`src/hw/atrd_map.svh`:
```
// Purpose: Opcode values, field positions and widths of the transfer decoder
// Assumes: 10-bit instruction words, 4-bit accumulator
// Notes:   Definitions only
`ifndef ATRD_MAP_SVH
`define ATRD_MAP_SVH
`define ATRD_OP_IRQ    10'h217
`define ATRD_OP_SER    10'h202
`define ATRD_OP_WAKE0  10'h21B
`define ATRD_OP_WAKE1  10'h214
`define ATRD_OP_WAKE2  10'h215
`define ATRD_OP_WAKEB  10'h20A
`define ATRD_OP_CLK    10'h216
`define ATRD_OP_STORE  6'h2B
`define ATRD_STORE_HI  9
`define ATRD_STORE_LO  4
`define ATRD_IMM_HI    3
`define ATRD_IMM_LO    0
`define ATRD_NIB_RST   4'h0
`endif

```
`src/hw/atrd_pkg.sv`:
```
// Purpose: Types shared by the transfer decoder
// Assumes: 4-bit data path, 10-bit words
// Notes:   Constants live in atrd_map.svh
package atrd_pkg;
  typedef logic [3:0] atrd_nib_t;   // One accumulator-wide nibble
  typedef logic [9:0] atrd_word_t;  // One instruction word
  // Decode result of one instruction word
  typedef struct packed {
    logic irq;
    logic ser;
    logic wake0;
    logic wake1;
    logic wake2;
    logic wakeb;
    logic clk;
    logic store;
  } atrd_dec_s;
  // Memory write request
  typedef struct packed {
    logic      we;
    atrd_nib_t data;
  } atrd_mem_s;
endpackage

```
`src/hw/atrd_decode.sv`:
```
// Purpose: Pure decode of a 10-bit word into transfer strobes
// Assumes: Word is stable for the whole instruction cycle
// Notes:   Registered state is one packed struct, idle state all zero
`timescale 1ns/1ps
`default_nettype none
`include "atrd_map.svh"
module atrd_decode
  import atrd_pkg::*;
(
  input  wire logic       clk,
  input  wire logic       rst_n,
  input  wire atrd_word_t word,
  input  wire logic       valid,
  output atrd_dec_s       dec
);
  // State: only the latest decode
  typedef struct packed {
    atrd_dec_s dec;
  } atrd_dstate_s;
  atrd_dstate_s st_q;  // Registered decode
  atrd_dstate_s st_d;  // Next decode

  // Match an exact opcode; used for every full-word transfer
  function automatic logic hit(input atrd_word_t w, input atrd_word_t op);
    hit = (w == op);
  endfunction

  // Decode; only one strobe can be high since opcodes are distinct
  always_comb begin
    st_d           = '0;
    st_d.dec.irq   = valid & hit(word, `ATRD_OP_IRQ);
    st_d.dec.ser   = valid & hit(word, `ATRD_OP_SER);
    st_d.dec.wake0 = valid & hit(word, `ATRD_OP_WAKE0);
    st_d.dec.wake1 = valid & hit(word, `ATRD_OP_WAKE1);
    st_d.dec.wake2 = valid & hit(word, `ATRD_OP_WAKE2);
    st_d.dec.wakeb = valid & hit(word, `ATRD_OP_WAKEB);
    st_d.dec.clk   = valid & hit(word, `ATRD_OP_CLK);
    st_d.dec.store = valid & (word[`ATRD_STORE_HI:`ATRD_STORE_LO] == `ATRD_OP_STORE);
  end

  // Register the decode
  always_ff @(posedge clk or negedge rst_n) begin
    if (!rst_n) begin
      st_q <= '0;
    end else begin
      st_q <= st_d;
    end
  end

  assign dec = st_q.dec;
endmodule
`default_nettype wire

```
`src/hw/atrd_top.sv`:
```
// Purpose: Execute accumulator-transfer instructions into control registers
// Assumes: One instruction per MCLK cycle when INSTR_VALID is high
// Notes:   Two-stage: decode register, then write stage; fully pipelined
`timescale 1ns/1ps
`default_nettype none
`include "atrd_map.svh"
// Function
// - 0x217 copies accumulator to interrupt control
// - 0x202 copies accumulator to serial control
// - 0x21B copies accumulator to wake control zero
// - 0x214 copies accumulator to wake control one
// - 0x215 copies accumulator to wake control two
// - 0x20A copies accumulator to wake control B
// - 0x2B-prefix stores accumulator at data pointer
// - Then X pointer becomes X OR immediate
// - 0x216 copies accumulator to clock control
module atrd_top
  import atrd_pkg::*;
(
  input  wire logic       MCLK,
  input  wire logic       RST_N,
  input  wire atrd_word_t INSTR,
  input  wire logic       INSTR_VALID,
  input  wire atrd_nib_t  ACC,
  input  wire atrd_nib_t  DATA_POINTER,
  output atrd_nib_t       IRQ_CTRL_REG,
  output atrd_nib_t       SERIAL_CTRL_REG,
  output atrd_nib_t       WAKE_CTRL_REG0,
  output atrd_nib_t       WAKE_CTRL_REG1,
  output atrd_nib_t       WAKE_CTRL_REG2,
  output atrd_nib_t       WAKE_CTRL_REG_B,
  output atrd_nib_t       CLOCK_CTRL_REG,
  output atrd_nib_t       XPTR,
  output logic            MEM_WE,
  output atrd_nib_t       MEM_ADDR,
  output atrd_nib_t       MEM_WDATA,
  output logic            CARRY_WE,
  output logic            SKIP_NEXT
);

  ////////////////////////////////////////////////////////////////////////////
  // Reset synchroniser

  logic rst_s1_q;  // First stage, read only by second
  logic rst_s2_q;  // Released reset used everywhere else

  // Release reset cleanly on MCLK to avoid partial-state starts
  always_ff @(posedge MCLK or negedge RST_N) begin
    if (!RST_N) begin
      rst_s1_q <= 1'b0;
      rst_s2_q <= 1'b0;
    end else begin
      rst_s1_q <= 1'b1;
      rst_s2_q <= rst_s1_q;
    end
  end

  ////////////////////////////////////////////////////////////////////////////
  // Decode stage

  atrd_dec_s dec;  // Registered decode strobes

  // Operands are held alongside the decode so the write stage is aligned
  typedef struct packed {
    atrd_nib_t acc;   // Accumulator captured with the word
    atrd_nib_t dptr;  // Data pointer captured with the word
    atrd_nib_t imm;   // Immediate field of the store form
    atrd_nib_t irq;
    atrd_nib_t ser;
    atrd_nib_t wake0;
    atrd_nib_t wake1;
    atrd_nib_t wake2;
    atrd_nib_t wakeb;
    atrd_nib_t clk;
    atrd_nib_t xptr;
    atrd_mem_s mem;
    atrd_nib_t maddr;
    logic      carry_we;
    logic      skip;
  } atrd_state_s;

  atrd_state_s st_q;  // Registered state
  atrd_state_s st_d;  // Next state

  atrd_decode u_dec (
    .clk   (MCLK),
    .rst_n (rst_s2_q),
    .word  (INSTR),
    .valid (INSTR_VALID),
    .dec   (dec)
  );

  ////////////////////////////////////////////////////////////////////////////
  // Write stage

  // Targets hold unless their strobe fires; the store pulses one cycle
  always_comb begin
    st_d        = st_q;
    st_d.acc    = ACC;
    st_d.dptr   = DATA_POINTER;
    st_d.imm    = INSTR[`ATRD_IMM_HI:`ATRD_IMM_LO];
    st_d.mem.we = 1'b0;
    // This group never touches carry or skip
    st_d.carry_we = 1'b0;
    st_d.skip   = 1'b0;
    if (dec.irq) begin
      st_d.irq = st_q.acc;
    end
    if (dec.ser) begin
      st_d.ser = st_q.acc;
    end
    if (dec.wake0) begin
      st_d.wake0 = st_q.acc;
    end
    if (dec.wake1) begin
      st_d.wake1 = st_q.acc;
    end
    if (dec.wake2) begin
      st_d.wake2 = st_q.acc;
    end
    if (dec.wakeb) begin
      st_d.wakeb = st_q.acc;
    end
    if (dec.clk) begin
      st_d.clk = st_q.acc;
    end
    if (dec.store) begin
      // Memory write and pointer update land in the same cycle
      st_d.mem.we   = 1'b1;
      st_d.mem.data = st_q.acc;
      st_d.maddr    = st_q.dptr;
      st_d.xptr     = st_q.xptr | st_q.imm;
    end
  end

  // Register all state
  always_ff @(posedge MCLK or negedge rst_s2_q) begin
    if (!rst_s2_q) begin
      st_q <= '0;
    end else begin
      st_q <= st_d;
    end
  end

  ////////////////////////////////////////////////////////////////////////////
  // Outputs, all straight from flip-flops

  assign IRQ_CTRL_REG    = st_q.irq;
  assign SERIAL_CTRL_REG = st_q.ser;
  assign WAKE_CTRL_REG0  = st_q.wake0;
  assign WAKE_CTRL_REG1  = st_q.wake1;
  assign WAKE_CTRL_REG2  = st_q.wake2;
  assign WAKE_CTRL_REG_B = st_q.wakeb;
  assign CLOCK_CTRL_REG  = st_q.clk;
  assign XPTR            = st_q.xptr;
  assign MEM_WE          = st_q.mem.we;
  assign MEM_ADDR        = st_q.maddr;
  assign MEM_WDATA       = st_q.mem.data;
  assign CARRY_WE        = st_q.carry_we;
  assign SKIP_NEXT       = st_q.skip;
endmodule
`default_nettype wire

```
`config.mk`:
```
export PLATFORM = sky130hd
export DESIGN_NAME = atrd_top
export DESIGN_NICKNAME = d
export VERILOG_FILES = /design/src/hw/atrd_pkg.sv /design/src/hw/atrd_decode.sv /design/src/hw/atrd_top.sv
export VERILOG_INCLUDE_DIRS = /design/src /design/src/hw
export SDC_FILE = /design/constraint.sdc
export NUM_CORES = 1
export LEC_CHECK = 0
export BUFFER_PORTS_ARGS = -buffer_cell sky130_fd_sc_hd__buf_2
export CORE_MARGIN = 10
export CORE_UTILIZATION = 30
export DETAILED_ROUTE_END_ITERATION = 8
export GPL_TIMING_DRIVEN = 0
export HOLD_SLACK_MARGIN = 0.12
export PLACE_DENSITY = 0.61
export SYNTH_ARGS = -nofsm -noshare
export SYNTH_HDL_FRONTEND = slang
export SYNTH_SLANG_ARGS = --single-unit
```
`constraint.sdc`:
```
create_clock -name MCLK -period 5.05 [get_ports MCLK]
set_input_delay 0.505 -clock MCLK [delete_from_list [all_inputs] [get_ports MCLK]]
set_output_delay 0.505 -clock MCLK [all_outputs]
set_load 0.005 [all_outputs]
```
==> results.py <==
metrics = {
    "drt": {
        "via_count": 1431,
        "wire_per_inst_um": 13.98,
        "ant_nets": 0,
        "drtIter0Drc": 22,
        "drc": 0,
        "firstDrtPassIters": 3,
        "via_per_inst": 4.054,
        "wl_um": 4936,
    },
    "timing": {
        "max_freq_mhz": 683.1,
        "worst_pin_slew_ps": 752.2,
        "period_needed_ps": 1464,
        "timing_max_transition_violations_final": 0,
        "fin_setup_tns_ps": 0,
        "slew_headroom_pct": 49.86,
        "rsz0062_at_grt": "no",
        "setup_viol": 0,
        "period_share_pct": 28.99,
        "hold_violations": 0,
        "fin_skew_ps": 6.987,
    },
    "clocking": {
        "cts.clk_slew.worst_paths_ps": 70,
        "cts_root_buf": "clkbuf_8",
        "htree_levels": 3,
        "cts_inserted_buffers": 9,
        "cts_tree": "done",
        "post-cts-setup-buffers": 0,
        "cts_sinks": 63,
        "clock_path_buffers": 2,
        "insertion_delay_ps": 330,
        "cts_resized": 0,
    },
    "grt": {
        "antenna_found_initial": 0,
        "grt_max_degree": 34,
        "gr-total-overflow": 0,
        "grt_first_pass_wirelength_um": 8266,
        "track_usage_pct": 8.543,
        "grt_pass1_vias": 1581,
    },
    "worst_setup_path": {
        "critPathCaptureType": "output port",
        "path_cells": "buf_4 -> buf_2",
        "crit_arrival_ps": 960,
        "critPathRequiredTime_ps": 4550,
        "crit_slowest_cell": "dfrtp_1",
        "cp_max_fo": 2,
        "worstSetupPathType": "reg -> out",
        "max_stage_delay_ps": 390,
        "start_kind": "flip-flop",
    },
    "power": {
        "ir_drop_uv": 174.8,
        "p_leak_nw": 1.751,
        "power_density_nw_per_um2": 329.1,
        "power_mw": 1.034,
    },
    "place": {
        "gp_congestion": 0.7051,
        "dp_cells": 336,
        "place_area_um2": 2939,
        "dp_hpwl_um": 3661,
        "port-buffer-count": 61,
    },
    "synth": {
        "synth_top_area_cell": "dfrtp_1",
        "yosysWarnings": 0,
        "postSynthAreaPerCell_um2": 14.75,
        "synth_seq_cells": 63,
        "synthDistinctLibCells": 19,
        "yosys-top-cells-area": "dfrtp_1 64%, mux2_2 15%, buf_4 13%",
        "synth_top_area_share_pct": 63.64,
        "synth_cells": 168,
        "ys_seq_area_share_pct": 63.64,
        "syn_area_um2": 2477,
    },
    "cells_and_area": {
        "n_antenna_cell": 0,
        "layout.cells.non_filler": 353,
        "final_area_um2": 3143,
        "largest_register_ff_count": 12,
        "syn_to_final_growth_pct": 26.87,
        "layout_common_cells": "62 x dfrtp_1, 62 x buf_2, 42 x buf_4",
        "drive_gt1_share_pct": 63.71,
        "final.fill_count": 812,
        "finalNetCount": 264,
        "largest-register": "st_q",
    },
    "floorplanning": {
        "core_um2": 8134,
        "start_util_pct": 30.46,
        "fp.dieArea_um2": 12290,
        "fp.dieH_um": 110.9,
        "fp-row-count": 33,
        "ios": 64,
        "fp.dieW_um": 110.9,
    },
    "min_path": {
        "hp-class": "in -> reg",
    },
    "outcome": {
        "status": "complete, no violations",
    },
    "run": {
        "drv_cap": 0,
    },
}
power by group:
part           internal [mW]  switching [mW]  total, mW
sequential             0.526          0.0185      0.545
clock                  0.229           0.183      0.412
combinational         0.0495          0.0280     0.0776
total                  0.805           0.229       1.03
worst paths after layout:
kind	slack, ps	depth (start not counted)	from	endpoint
max in group asynchronous	4100	1	rst_s2_q$_DFF_PN0_	CLOCK_CTRL_REG[3]$_DFFE_PN0P_
hold reg to reg	340	0	rst_s2_q$_DFF_PN0_	MEM_WDATA[0]$_DFFE_PN0P_
setup / recovery	3590	2	WAKE_CTRL_REG0[1]$_DFFE_PN0P_	WAKE_CTRL_REG0[1]
setup reg to reg	3890	2	u_dec.dec[0]$_DFF_PN0_	MEM_ADDR[2]$_DFFE_PN0P_
min in group asynchronous	340	0	rst_s2_q$_DFF_PN0_	MEM_WDATA[0]$_DFFE_PN0P_
hold / removal	280	1	ACC[2]	st_q[53]$_DFF_PN0_
synthesized netlist by cell type:
library cell  count
dfrtp_1          63
buf_4            42
mux2_2           34
nor4_1            6
a21o_1            4
conb_1            2
mux2_1            2
nand4_1           2
nand4b_1          2
nand4bb_1         2
buf_2             1
clkbuf_1          1
inv_1             1
nand3_1           1
nor2_1            1
nor3_1            1
or2_2             1
or3_4             1
or3b_1            1
stage by stage:
stage                     hold slack [ps]  util (%)  setup WS (ps)
after global placement              291.6     35.87           2467
after CTS                           252.9     38.64           3556
after global routing                254.8     38.64           3533
after floorplan                     209.4         -           3166
after detailed placement            293.9     36.13           3446
final                               275.1     38.64           3586
layout make-up:
type / count / area [um^2] / share of cell area (%)
inverter: 1 / 3.754 / 0.1194
clock inverter: 3 / 15.01 / 0.4777
timing repair buffer: 63 / 335.3 / 10.67
sequential: 63 / 1578 / 50.20
multi-input combinational: 61 / 576.8 / 18.35
clock buffer: 13 / 178.9 / 5.693
buffer: 44 / 324.1 / 10.31
tap: 105 / 131.4 / 4.180
metal layers:
metal / track usage, % / part of all wire, %
met2: 12.89 / 46
met1: 10.23 / 46
met4: 4.948 / 1.4
met5: 0 / 0
met3: 3.084 / 6.6
repair_timing:
action	CTS	global route
hold buffers	1	0
setup endpoints to repair	0	0
hold endpoints to repair	2	0
worst max-delay path: cells and delay by family, from the launching register on:
kind | cells | cell delay, ps
flip-flops | 1 | 390
buffers and inverters | 2 | 250
cell families (layout without fill, tap and decap cells):
kind of cell | Yosys count | count (layout) | synth area share [%]
compound gates | 4 | 4 | 1.212
other cells | 2 | 3 | 0.3031
buf+inv | 45 | 124 | 13.23
mux | 36 | 36 | 16.36
simple gates | 18 | 18 | 5.252
flops | 63 | 63 | 63.64
(Power assumes the default switching activity.)
